File: config.mk
export PLATFORM = sky130hd
export DESIGN_NAME = cdcrg_regs
export DESIGN_NICKNAME = d
export VERILOG_FILES = /design/src/rtl/cdcrg_pkg.sv /design/src/rtl/cdcrg_zero_pins.sv /design/src/rtl/cdcrg_clk_div.sv /design/src/rtl/cdcrg_regs.sv
export SDC_FILE = /design/constraint.sdc
export NUM_CORES = 1
export LEC_CHECK = 0
export CAP_MARGIN = 5
export CORE_MARGIN = 1
export CORE_UTILIZATION = 61
export DETAILED_ROUTE_END_ITERATION = 7
export DONT_BUFFER_PORTS = 1
export PLACE_DENSITY_LB_ADDON = 0.12
export SETUP_SLACK_MARGIN = 0.05
export SLEW_MARGIN = 20
export SYNTH_ARGS = -nofsm -noshare
export SYNTH_HDL_FRONTEND = slang
export SYNTH_SLANG_ARGS = --single-unit
export TNS_END_PERCENT = 5
File: constraint.sdc
create_clock -name ref_clk -period 2.3 [get_ports ref_clk]
set_input_delay 0.23 -clock ref_clk [delete_from_list [all_inputs] [get_ports ref_clk]]
set_output_delay 0.23 -clock ref_clk [all_outputs]
set_load 0.005 [all_outputs]
File: src/rtl/cdcrg_pkg.sv
// Package for the converter control register bank.
// Assumes an 8-bit register port with 7-bit addresses from the control port.
package cdcrg_pkg;
   // Register addresses
   localparam logic [6:0] ADDR_ZERO_PIN_FUNC  = 7'h67;
   localparam logic [6:0] ADDR_DAC_LEFT_VOL   = 7'h68;
   localparam logic [6:0] ADDR_DAC_RIGHT_VOL  = 7'h69;
   localparam logic [6:0] ADDR_DAC_LEFT_PEAK  = 7'h6a;
   localparam logic [6:0] ADDR_DAC_RIGHT_PEAK = 7'h6b;
   localparam logic [6:0] ADDR_ADC_LEFT_GAIN  = 7'h6c;
   localparam logic [6:0] ADDR_ADC_RIGHT_GAIN = 7'h6d;
   localparam logic [6:0] ADDR_ADC_CTRL_PRI   = 7'h6e;
   localparam logic [6:0] ADDR_ADC_CTRL_SEC   = 7'h6f;
   // Field positions
   localparam int POS_IRQ_SEL    = 6;
   localparam int POS_RSEL_LO    = 4;
   localparam int POS_MOD_CLK    = 7;
   localparam int POS_HPF        = 6;
   localparam int POS_CONV_OFF   = 5;
   localparam int POS_ANA_OFF    = 4;
   localparam int POS_RSIL       = 3;
   localparam int POS_LSIL       = 2;
   localparam int POS_PGA_L_OFF  = 1;
   localparam int POS_PGA_R_OFF  = 0;
   localparam int POS_REFBUF_OFF = 4;
   localparam int POS_MDIV_LO    = 0;
   // Writable bit masks, reserved bits are held at zero
   localparam logic [7:0] MASK_ZERO_PIN = 8'h70;
   localparam logic [7:0] MASK_GAIN     = 8'h3f;
   localparam logic [7:0] MASK_CTRL_SEC = 8'h13;
   // Reset values
   localparam logic [7:0] RST_ZERO_PIN  = 8'h00;
   localparam logic [7:0] RST_VOL       = 8'hff;
   localparam logic [7:0] RST_GAIN      = 8'h00;
   localparam logic [7:0] RST_CTRL_PRI  = 8'h00;
   localparam logic [7:0] RST_CTRL_SEC  = 8'h00;
   // Right pin function codes
   localparam logic [1:0] RSEL_RIGHT = 2'h0;
   localparam logic [1:0] RSEL_LEFT  = 2'h1;
   localparam logic [1:0] RSEL_ANY   = 2'h2;
   localparam logic [1:0] RSEL_BOTH  = 2'h3;
   // Gain limit and master clock divider codes
   localparam logic [5:0] PGA_MAX_CODE = 6'h30;
   localparam logic [1:0] MDIV_DIV3    = 2'h2;
   localparam logic [1:0] MDIV_DIV2    = 2'h1;
endpackage

File: src/rtl/cdcrg_zero_pins.sv
// Zero flag pin function and polarity logic.
// Assumes zero flags arrive already synchronised to ref_clk.
`timescale 1ns/100ps
module cdcrg_zero_pins
   import cdcrg_pkg::*;
(
   input  wire logic       ref_clk,         // System clock
   input  wire logic       rstn,            // Async reset, active low
   input  wire logic       left_zero,       // Left channel zero, high true
   input  wire logic       right_zero,      // Right channel zero, high true
   input  wire logic       irq_req,         // Interrupt request, high true
   input  wire logic       left_pin_irq_select,       // Left pin role
   input  wire logic [1:0] right_pin_function_select, // Right pin role
   input  wire logic       zero_flag_polarity,        // 1 active high
   output logic            left_zero_pin,   // Combined left/interrupt pin
   output logic            right_zero_pin   // Right zero pin
);
   logic left_d, left_q, right_d, right_q;

   // Pin function select
   always_comb begin
      if (left_pin_irq_select) begin
         left_d = irq_req;                                       // [RULE1]
         case (right_pin_function_select)
            RSEL_RIGHT: right_d = right_zero;                    // [RULE2]
            RSEL_LEFT:  right_d = left_zero;                     // [RULE2]
            RSEL_ANY:   right_d = left_zero | right_zero;        // [RULE3]
            RSEL_BOTH:  right_d = left_zero & right_zero;        // [RULE3]
            default:    right_d = right_zero;
         endcase
      end else begin
         left_d  = left_zero;                                    // [RULE1]
         right_d = right_zero;
      end
   end

   // Registered pin levels
   always_ff @(posedge ref_clk or negedge rstn) begin
      if (!rstn) begin
         left_q  <= 1'b0;
         right_q <= 1'b0;
      end else begin
         left_q  <= left_d;
         right_q <= right_d;
      end
   end

   // Polarity: inverted when active low
   assign left_zero_pin  = left_q ^ ~zero_flag_polarity;         // [RULE13]
   assign right_zero_pin = right_q ^ ~zero_flag_polarity;        // [RULE13]
endmodule

File: src/rtl/cdcrg_clk_div.sv
// Record master clock divider and modulator clock enable generator.
// Produces one-cycle strobes on ref_clk standing for the divided clocks.
`timescale 1ns/100ps
module cdcrg_clk_div
   import cdcrg_pkg::*;
(
   input  wire logic       ref_clk,     // System clock, the ADC master clock
   input  wire logic       rstn,        // Async reset, active low
   input  wire logic [1:0] record_master_clock_divider, // Divider code
   input  wire logic       modulator_clock_select,      // 0 div2, 1 div4
   output logic            mclk_tick,   // Divided master clock strobe
   output logic            mod_tick     // Modulator clock strobe
);
   logic [1:0] mdiv_d, mdiv_q;
   logic [1:0] mod_d, mod_q;
   logic [1:0] mdiv_top;
   logic       mtick_d, mtick_q, otick_d, otick_q;

   // Next divider counts
   always_comb begin
      case (record_master_clock_divider)                         // [RULE12]
         MDIV_DIV2: mdiv_top = 2'h1;
         MDIV_DIV3: mdiv_top = 2'h2;
         default:  mdiv_top = 2'h0;
      endcase
      mtick_d = (mdiv_q >= mdiv_top);
      mdiv_d  = mtick_d ? 2'h0 : mdiv_q + 2'h1;
      mod_d   = mod_q;
      otick_d = 1'b0;
      if (mtick_d) begin
         mod_d = mod_q + 2'h1;
         // Half or quarter rate of divided master clock
         otick_d = modulator_clock_select ? (mod_q == 2'h3)
                                          : mod_q[0];            // [RULE8]
      end
   end

   // Divider registers
   always_ff @(posedge ref_clk or negedge rstn) begin
      if (!rstn) begin
         mdiv_q  <= 2'h0;
         mod_q   <= 2'h0;
         mtick_q <= 1'b0;
         otick_q <= 1'b0;
      end else begin
         mdiv_q  <= mdiv_d;
         mod_q   <= mod_d;
         mtick_q <= mtick_d;
         otick_q <= otick_d;
      end
   end

   assign mclk_tick = mtick_q;
   assign mod_tick  = otick_q;
endmodule

File: src/rtl/cdcrg_regs.sv
// Control and status register bank for playback and record converters.
// Assumes the serial control port delivers decoded 8-bit register
// accesses on ref_clk; peak levels and zero flags come from pins.
// Function
// [RULE1] Left pin select 0 gives the left zero flag, 1 gives interrupt.
// [RULE2] In interrupt mode right pin code 00 gives right, 01 left flag.
// [RULE3] Right pin code 10 means either channel zero, 11 means both.
// [RULE4] Left volume all ones is 0 dBFS, each step down is 0.375 dB.
// [RULE5] Right volume uses the same encoding as the left volume.
// [RULE6] Peak fields report 1 dB steps, 0 is 0 dBFS, 63 is -63 or below.
// [RULE7] Input gains step 0.5 dB to 24 dB at 110000 and saturate above.
// [RULE8] Modulator clock bit 0 divides by 2, 1 divides by 4.
// [RULE9] Converter and analog power-down bits at 1 power down the ADC.
// [RULE10] Record silence bits at 1 mute, opposite to playback mutes.
// [RULE11] Reference buffer bit at 1 shuts the buffer down.
// [RULE12] Master clock divider codes 00, 01, 10, 11 divide 1, 2, 3, 1.
// [RULE13] Zero flag pins are active low at polarity 0, high at 1.
// [RULE14] Software writes zero to reserved bits and ignores them on read.
`timescale 1ns/100ps
module cdcrg_regs
   import cdcrg_pkg::*;
(
   input  wire logic       ref_clk,      // 25 MHz system clock
   input  wire logic       rstn,         // Async reset, active low
   input  wire logic [6:0] reg_addr,     // Register address
   input  wire logic       reg_wr,       // Write strobe
   input  wire logic [7:0] reg_wdata,    // Write data
   input  wire logic       reg_rd,       // Read strobe
   output logic      [7:0] reg_rdata,    // Read data, registered
   input  wire logic [5:0] peak_left_in, // Left peak level from detector
   input  wire logic [5:0] peak_right_in,// Right peak level from detector
   input  wire logic       left_zero,    // Left channel zero, pin input
   input  wire logic       right_zero,   // Right channel zero, pin input
   input  wire logic       irq_req,      // Interrupt source, pin input
   input  wire logic       zero_flag_polarity, // Polarity bit, 1 high
   output logic            left_zero_pin,      // Combined left/irq pin
   output logic            right_zero_pin,     // Right zero pin
   output logic      [7:0] playback_left_gain, // Left DAC attenuation
   output logic      [7:0] playback_right_gain,// Right DAC attenuation
   output logic      [5:0] input_left_gain,    // Left PGA gain, saturated
   output logic      [5:0] input_right_gain,   // Right PGA gain, saturated
   output logic            hpf_enable,          // High-pass filter on
   output logic            record_converter_off,// Whole ADC power-down
   output logic            record_analog_off,   // ADC analog power-down
   output logic            record_left_silence, // Left record mute
   output logic            record_right_silence,// Right record mute
   output logic            pga_left_off,        // Left PGA power-down
   output logic            pga_right_off,       // Right PGA power-down
   output logic            reference_buffer_off,// Reference buffer off
   output logic            mclk_tick,           // Divided master clock
   output logic            mod_tick             // Modulator clock strobe
);
   logic [7:0] zpin_d, zpin_q;
   logic [7:0] lvol_d, lvol_q, rvol_d, rvol_q;
   logic [7:0] lgain_d, lgain_q, rgain_d, rgain_q;
   logic [7:0] cpri_d, cpri_q, csec_d, csec_q;
   logic [7:0] rdata_d, rdata_q;
   logic [5:0] lpk_s1, lpk_s2, rpk_s1, rpk_s2;
   logic [2:0] zin_s1, zin_s2;
   logic       zpol_s1, zpol_s2;

   // Clamp a gain code to the 24 dB ceiling
   function automatic logic [5:0] sat_gain(input logic [7:0] code);
      sat_gain = (code[5:0] > PGA_MAX_CODE) ? PGA_MAX_CODE
                                            : code[5:0];         // [RULE7]
   endfunction

   // Register writes with reserved bits masked
   always_comb begin
      zpin_d  = zpin_q;
      lvol_d  = lvol_q;
      rvol_d  = rvol_q;
      lgain_d = lgain_q;
      rgain_d = rgain_q;
      cpri_d  = cpri_q;
      csec_d  = csec_q;
      if (reg_wr) begin
         case (reg_addr)
            ADDR_ZERO_PIN_FUNC:  zpin_d  = reg_wdata & MASK_ZERO_PIN;
            ADDR_DAC_LEFT_VOL:   lvol_d  = reg_wdata;           // [RULE4]
            ADDR_DAC_RIGHT_VOL:  rvol_d  = reg_wdata;           // [RULE5]
            ADDR_ADC_LEFT_GAIN:  lgain_d = reg_wdata & MASK_GAIN;
            ADDR_ADC_RIGHT_GAIN: rgain_d = reg_wdata & MASK_GAIN;
            ADDR_ADC_CTRL_PRI:   cpri_d  = reg_wdata;
            ADDR_ADC_CTRL_SEC:   csec_d  = reg_wdata & MASK_CTRL_SEC;
            default:             zpin_d  = zpin_q;
         endcase
      end
   end

   // Read data mux, peak levels from synchronised inputs
   always_comb begin
      rdata_d = rdata_q;
      if (reg_rd) begin
         case (reg_addr)
            ADDR_ZERO_PIN_FUNC:  rdata_d = zpin_q;
            ADDR_DAC_LEFT_VOL:   rdata_d = lvol_q;
            ADDR_DAC_RIGHT_VOL:  rdata_d = rvol_q;
            ADDR_DAC_LEFT_PEAK:  rdata_d = {2'b00, lpk_s2};     // [RULE6]
            ADDR_DAC_RIGHT_PEAK: rdata_d = {2'b00, rpk_s2};     // [RULE6]
            ADDR_ADC_LEFT_GAIN:  rdata_d = lgain_q;
            ADDR_ADC_RIGHT_GAIN: rdata_d = rgain_q;
            ADDR_ADC_CTRL_PRI:   rdata_d = cpri_q;
            ADDR_ADC_CTRL_SEC:   rdata_d = csec_q;
            default:             rdata_d = 8'h00;
         endcase
      end
   end

   // Register state
   always_ff @(posedge ref_clk or negedge rstn) begin
      if (!rstn) begin
         zpin_q  <= RST_ZERO_PIN;
         lvol_q  <= RST_VOL;
         rvol_q  <= RST_VOL;
         lgain_q <= RST_GAIN;
         rgain_q <= RST_GAIN;
         cpri_q  <= RST_CTRL_PRI;
         csec_q  <= RST_CTRL_SEC;
         rdata_q <= 8'h00;
      end else begin
         zpin_q  <= zpin_d;
         lvol_q  <= lvol_d;
         rvol_q  <= rvol_d;
         lgain_q <= lgain_d;
         rgain_q <= rgain_d;
         cpri_q  <= cpri_d;
         csec_q  <= csec_d;
         rdata_q <= rdata_d;
      end
   end

   // Two-stage synchronisers for pin inputs
   always_ff @(posedge ref_clk or negedge rstn) begin
      if (!rstn) begin
         lpk_s1  <= 6'h00;
         lpk_s2  <= 6'h00;
         rpk_s1  <= 6'h00;
         rpk_s2  <= 6'h00;
         zin_s1  <= 3'h0;
         zin_s2  <= 3'h0;
         zpol_s1 <= 1'b0;
         zpol_s2 <= 1'b0;
      end else begin
         lpk_s1  <= peak_left_in;
         lpk_s2  <= lpk_s1;
         rpk_s1  <= peak_right_in;
         rpk_s2  <= rpk_s1;
         zin_s1  <= {irq_req, right_zero, left_zero};
         zin_s2  <= zin_s1;
         zpol_s1 <= zero_flag_polarity;
         zpol_s2 <= zpol_s1;
      end
   end

   assign reg_rdata = rdata_q;

   // Control outputs decoded from register fields
   assign playback_left_gain   = lvol_q;                         // [RULE4]
   assign playback_right_gain  = rvol_q;                         // [RULE5]
   assign input_left_gain      = sat_gain(lgain_q);              // [RULE7]
   assign input_right_gain     = sat_gain(rgain_q);              // [RULE7]
   assign hpf_enable           = cpri_q[POS_HPF];
   assign record_converter_off = cpri_q[POS_CONV_OFF];           // [RULE9]
   assign record_analog_off    = cpri_q[POS_ANA_OFF];            // [RULE9]
   assign record_right_silence = cpri_q[POS_RSIL];               // [RULE10]
   assign record_left_silence  = cpri_q[POS_LSIL];               // [RULE10]
   assign pga_left_off         = cpri_q[POS_PGA_L_OFF];
   assign pga_right_off        = cpri_q[POS_PGA_R_OFF];
   assign reference_buffer_off = csec_q[POS_REFBUF_OFF];         // [RULE11]

   // Zero and interrupt pin logic
   cdcrg_zero_pins u_zero_pins (
      .ref_clk                   (ref_clk),
      .rstn                      (rstn),
      .left_zero                 (zin_s2[0]),
      .right_zero                (zin_s2[1]),
      .irq_req                   (zin_s2[2]),
      .left_pin_irq_select       (zpin_q[POS_IRQ_SEL]),
      .right_pin_function_select (zpin_q[POS_RSEL_LO +: 2]),
      .zero_flag_polarity        (zpol_s2),
      .left_zero_pin             (left_zero_pin),
      .right_zero_pin            (right_zero_pin)
   );

   // Record clock dividers
   cdcrg_clk_div u_clk_div (
      .ref_clk                     (ref_clk),
      .rstn                        (rstn),
      .record_master_clock_divider (csec_q[POS_MDIV_LO +: 2]),
      .modulator_clock_select      (cpri_q[POS_MOD_CLK]),
      .mclk_tick                   (mclk_tick),
      .mod_tick                    (mod_tick)
   );
endmodule

# After elaboration in Yosys (flattened, before gate mapping)
# Cells that the tools add are included.
totals:
  in_bits: 35
  out_inout_bits: 48
  register_bits: 90
  word_cells: 65
classes:
  n_eq_ne: 15
  add_sub_neg: 2
  order_cmp: 3
  bitwise: 5
  n_mux: 10
  n_reduce_logical: 8
op_table:
  columns: ["op", "n"]
  rows:
  - ["8-bit one-hot mux with 9 select lines", 1]
  - ["7-bit == test (second input constant)", 9]
  - ["2-bit AND reduction", 7]
  - ["6-bit greater-than comparator (second input constant)", 2]
  - ["6-bit 2-to-1 mux", 2]
  - ["2-bit == test (second input constant)", 4]
  - ["2-bit by 1-bit adder with 2-bit output (second input constant)", 2]
  - ["2-bit by 1-bit == test with 1-bit output (second input constant)", 2]
  - ["1-bit 2-to-1 mux", 4]
  - ["1-bit one-hot mux with 4 select lines", 1]
  - ["2-bit one-hot mux with 2 select lines", 1]
  - ["2-bit greater-or-equal comparator", 1]
  - ["2-bit zero test", 1]
  - ["2-bit 2-to-1 mux", 1]
  - ["1-bit XOR", 2]
  - ["1-bit AND", 1]
  - ["1-bit NOT", 1]
  - ["1-bit bitwise OR", 1]

# Longest topological paths before layout
logic_depth:
  word_depth: 4
  mapped_depth: 7
  depth_no_buf: 7

# Hierarchy
# A second synthesis with hierarchy kept.
hier_totals:
  hier_cells: 262
  area_unflattened_um2: 3763.6
modules_own_cells:
  columns: ["module", "instances", "seq_area_each_um2", "cells_each", "area_each_um2"]
  rows:
  - ["cdcrg_regs", 1, 2072.0, 229, 3362.0]
  - ["cdcrg_clk_div", 1, 150.1, 22, 291.5]
  - ["cdcrg_zero_pins", 1, 50.0, 11, 110.1]

# Worst setup path after synthesis
# No wires, ideal clock.
synth_timing:
  path_kind: "reg2reg"
  start: "register lvol_q[5] (netlist: playback_left_gain[5])"
  end: "register rdata_q[5] (netlist: reg_rdata[5])"
  path_stages_with_launch: 5
  path_slack_ps: 754
  arrival_ps: 1445
  n_path_buf: 0
  setup_time_ps: 101
  cell_sequence: "dfstp_2 or3b_2 a211oi_1 nor3_1 o32ai_1"
synth_via:
  elab_chain_cells: 1
synth_rtl:
  columns: ["element", "line_no", "rtl"]
  rows:
  - ["from (decl)", "cdcrg_regs.sv:54", "logic [7:0] lvol_d, lvol_q, rvol_d, rvol_q;"]
  - ["from (signal assigned)", "cdcrg_regs.sv:123", "lvol_q <= lvol_d;"]
  - ["8-bit one-hot mux with 9 select lines", "cdcrg_regs.sv:95", "case (reg_addr)"]
  - ["to (signal assigned)", "cdcrg_regs.sv:129", "rdata_q <= rdata_d;"]
  - ["to (decl)", "cdcrg_regs.sv:57", "logic [7:0] rdata_d, rdata_q;"]
# No other way between the ends.
# A chain may end at the register's enable or synchronous reset.

# Final worst setup path
layout_timing:
  start: "register lvol_q[0] (netlist: playback_left_gain[0])"
  end: "register rdata_q[0] (netlist: reg_rdata[0])"
# Same word-level chain as after synthesis.

==> metrics.txt <==
max incr delay on CP 0.77 ns; combinational power share under 10%; Hold Worst Slack -0.452 ns; clock sink count 90; Pwr per Cell Area between 800 and 900 nW/um^2; worst path bufs/invs 0; Worst-Skew Late Latency 0.36 ns; Area after DPL 3780 um^2; Clock Tree Buf Depth 2; worst min-delay path class input pin to asynchronous set/reset pin; final max-slew violation count 0; cell count after synthesis 279; Worst path slowest cell a2111oi_0; number of diodes 0; post-synth top area share 49.2%; Routed wire per std cell 21.1 um; RSZ-0062 raised after global routing no; Max-Slew Margin vs Limit 40.7%; status complete, but fails checks; drt first pass iters 5; post-placement setup slack 0.535 ns; switching share of power 23.1%; syn nets 317; Total GRT Usage 26.5%; Setup-failing EPs final 0; die span in y 80.6 um; htree depth 3; CP Max Fanout 3; dpl hpwl 5140 um; startpoint type of the worst setup path flip-flop; Power Total 0.00340 W; Remaining DRCs 0; via-per-instance ratio 6.16; Critical Path Sink Type flip-flop; number of enable flip-flop cells after synthesis 0; #FFs+latches synth 90; WP data arrival 1.89 ns; First DRT Iteration DRCs 183; Pleak 1.83 nW; setup TNS 0 ns; Unique masters post-synth 49; Req. time, crit path approximately 2.5 ns; Final Hold Vio Count 90; worst reg-to-reg setup slack 0.62 ns; Post-Syn Area approximately 3800 um^2; Post-CTS Resized 0; Seq/Total Area, Yosys 60.3%; Reg area about 2300 um^2; Yosys warnings 0; Psw a little under 0.0008 W; Syn Area/Cell 13.5 um^2; r2r worst-path depth 4; vias 2309; initial antenna violation count 0; Inserted Clock Buffers 9; Post-synth ARST share 100%; WS Path Type flip-flop to flip-flop; Setup WS post-layout 0.617 ns; Layout Skew between 0.015 and 0.02 ns; area of the multi-input gates roughly 1400 um^2; Overflow after GRT 0; worst path cell trace or3b_2, a21oi_1, a2111oi_0, o22ai_1; filler instances 406; Pint 0.00261 W; WL final around 7900 um; R2R Path End reg_rdata[0]; Top Family by Delay on Critical Path compound AO/OA/AOI/OAI gates; clock transition at the registers of the reported paths about 0.1 ns; post-synth top area cell dfrtp_1; largest net degree at the start of global routing between 90 and 100; peak supply drop 0.565 mV; vias in the first global route 2231; IO Pins 83; Clock Power Share between 30 and 40%; Root Buffer clkbuf_8; Port Buffers 0; prevailing post-synth register cell dfrtp_1; Initial Util 63.6%; worst slew pin tran 0.868 ns; period utilization 73.2%; Final ANT Viol Nets 0; # rows 28; violations in the final reports negative hold slack; die width around 81 um; gpl congestion 0.761; top cells by area, synth dfrtp_1 (49%), mux2_2 (13%), dfstp_2 (11%), mux2i_1 (2.4%), and2_1 (1.5%); CTS tree built; core area 5920 um^2; ratio of cells with drive above 1 in the final layout 29.0%; final worst path period need 1.68 ns; first-pass GRT wire length 12200 um; design area 4220 um^2; sequential fraction of design power between 50% and 60%; fin nets ~330; maximum capacitance violations 0; r2r startpoint playback_left_gain[0]; max frequency 0.594 GHz; synthesis-to-layout area growth 12.1%; die area between 6000 and 7000 um^2
-- worst max path at each step --
| stage | startpoint | to | cells after the start |
|---|---|---|---|
| global placement | reg_addr[4] | rgain_q[3] | 4 |
| finish | playback_left_gain[0] | reg_rdata[0] | 4 |
| CTS | playback_left_gain[5] | reg_rdata[5] | 4 |
| detailed placement | reg_addr[4] | rgain_q[0] | 4 |
| global route | csec_q[0] | u_clk_div.mod_q[1] | 7 |
| floorplan | playback_left_gain[5] | reg_rdata[5] | 4 |
-- cell usage in the layout (no fill, tap or decap), types with 2 or more instances in the layout --
cell and instances:
dfrtp_1 74, mux2_2 43, dlygate4sd3_1 19, dfstp_2 16
inv_1 15, and2_1 9, mux2i_1 9, clkbuf_8 9
nand2_1 8, nand2b_1 7, o22ai_1 7, nand3_1 7
a21oi_1 6, nor2_1 6, o21ai_0 6, xnor2_1 4
a31oi_1 3, nor3b_1 3, nand3b_1 3, ha_1 3
bufinv_16 3, nor2_2 2, and4b_1 2, a32oi_1 2
or3b_2 2, a211oi_1 2, mux4_2 2, nand4b_1 2
nor3_4 2, inv_6 2
-- routing by layer --
| layer | GRT usage (%) | share of wire (%) | vias up |
|---|---|---|---|
| li1 | - | - | 1025 |
| met1 | 34.9 | 42 | 1187 |
| met2 | 40.4 | 48 | 84 |
| met3 | 8.07 | 8.1 | 13 |
| met4 | 12.0 | 2.0 | 0 |
| met5 | 0 | 0 | - |
-- kinds of logic after synthesis --
group	after synthesis	synth area share (%)
buffers and inverters	29	3.52
flip-flops	90	60.3
AO/OA/AOI/OAI	36	6.68
adder cells (fa/ha/maj)	3	0.997
XOR/XNOR	4	0.930
AND/OR/NAND/NOR	62	10.8
multiplexers	55	16.7
-- cells in the mapped netlist, drive strengths merged (2+ instances only) --
cell type / n
a32oi: 2
nand3: 7
mux2: 44
a31oi: 3
a211oi: 2
nand3b: 3
dfstp: 16
buf: 9
a21oi: 6
ha: 3
or3b: 2
a2111oi: 2
and2: 9
and4b: 2
clkbuf: 5
nor2: 9
dfrtp: 74
nand2b: 7
o22ai: 7
nor3b: 3
nand2: 8
nand4b: 2
mux4: 2
mux2i: 9
xnor2: 4
o21ai: 6
nor3: 3
inv: 15
-- registers in the layout, indices dropped and copies added, names as in the netlist, 2 cells and up --
name                 count
lgain_q                  6
zin_s1                   3
reg_rdata                8
cpri_q                   8
playback_right_gain      8
rpk_s2                   6
zpin_q                   3
u_clk_div.mod_q          2
rpk_s1                   6
u_clk_div.mdiv_q         2
rgain_q                  6
lpk_s1                   6
playback_left_gain       8
lpk_s2                   6
zin_s2                   3
csec_q                   3
-- through the flow --
stage          util (%)  instances  hold WS [ns]
2_1_floorplan         -        279       -0.0656
3_3_place_gp       63.9        340       -0.0637
3_5_place_dp       63.9        340       -0.0636
4_1_cts            71.1        374        -0.453
5_1_grt            71.3        375        -0.476
6_report           71.3        375        -0.452
-- repair_timing --
item | in CTS | in global routing
hold buffers | 18 | 1
hold endpoints to repair | 114 | 92
setup buffers | 0 | 0
-- layout make-up --
type / instances / share of cell area [%]
Sequential cell: 90 / 53.8
Multi-Input combinational cell: 160 / 32.2
Timing Repair Buffer: 19 / 4.51
Clock buffer: 9 / 2.93
Clock inverter: 7 / 2.93
Tap cell: 75 / 2.22
Inverter: 15 / 1.33
-- power groups by stage --
stage	combinational, W	clock, W	sequential, W
global route	0.000278	0.00140	0.00185
CTS	0.000254	0.00133	0.00183
finish	0.000253	0.00132	0.00183
floorplan	0.000222	0	0.00182
detailed placement	0.000226	0	0.00186
global placement	0.000215	0	0.00185
Power figures use the tool's default switching activity.
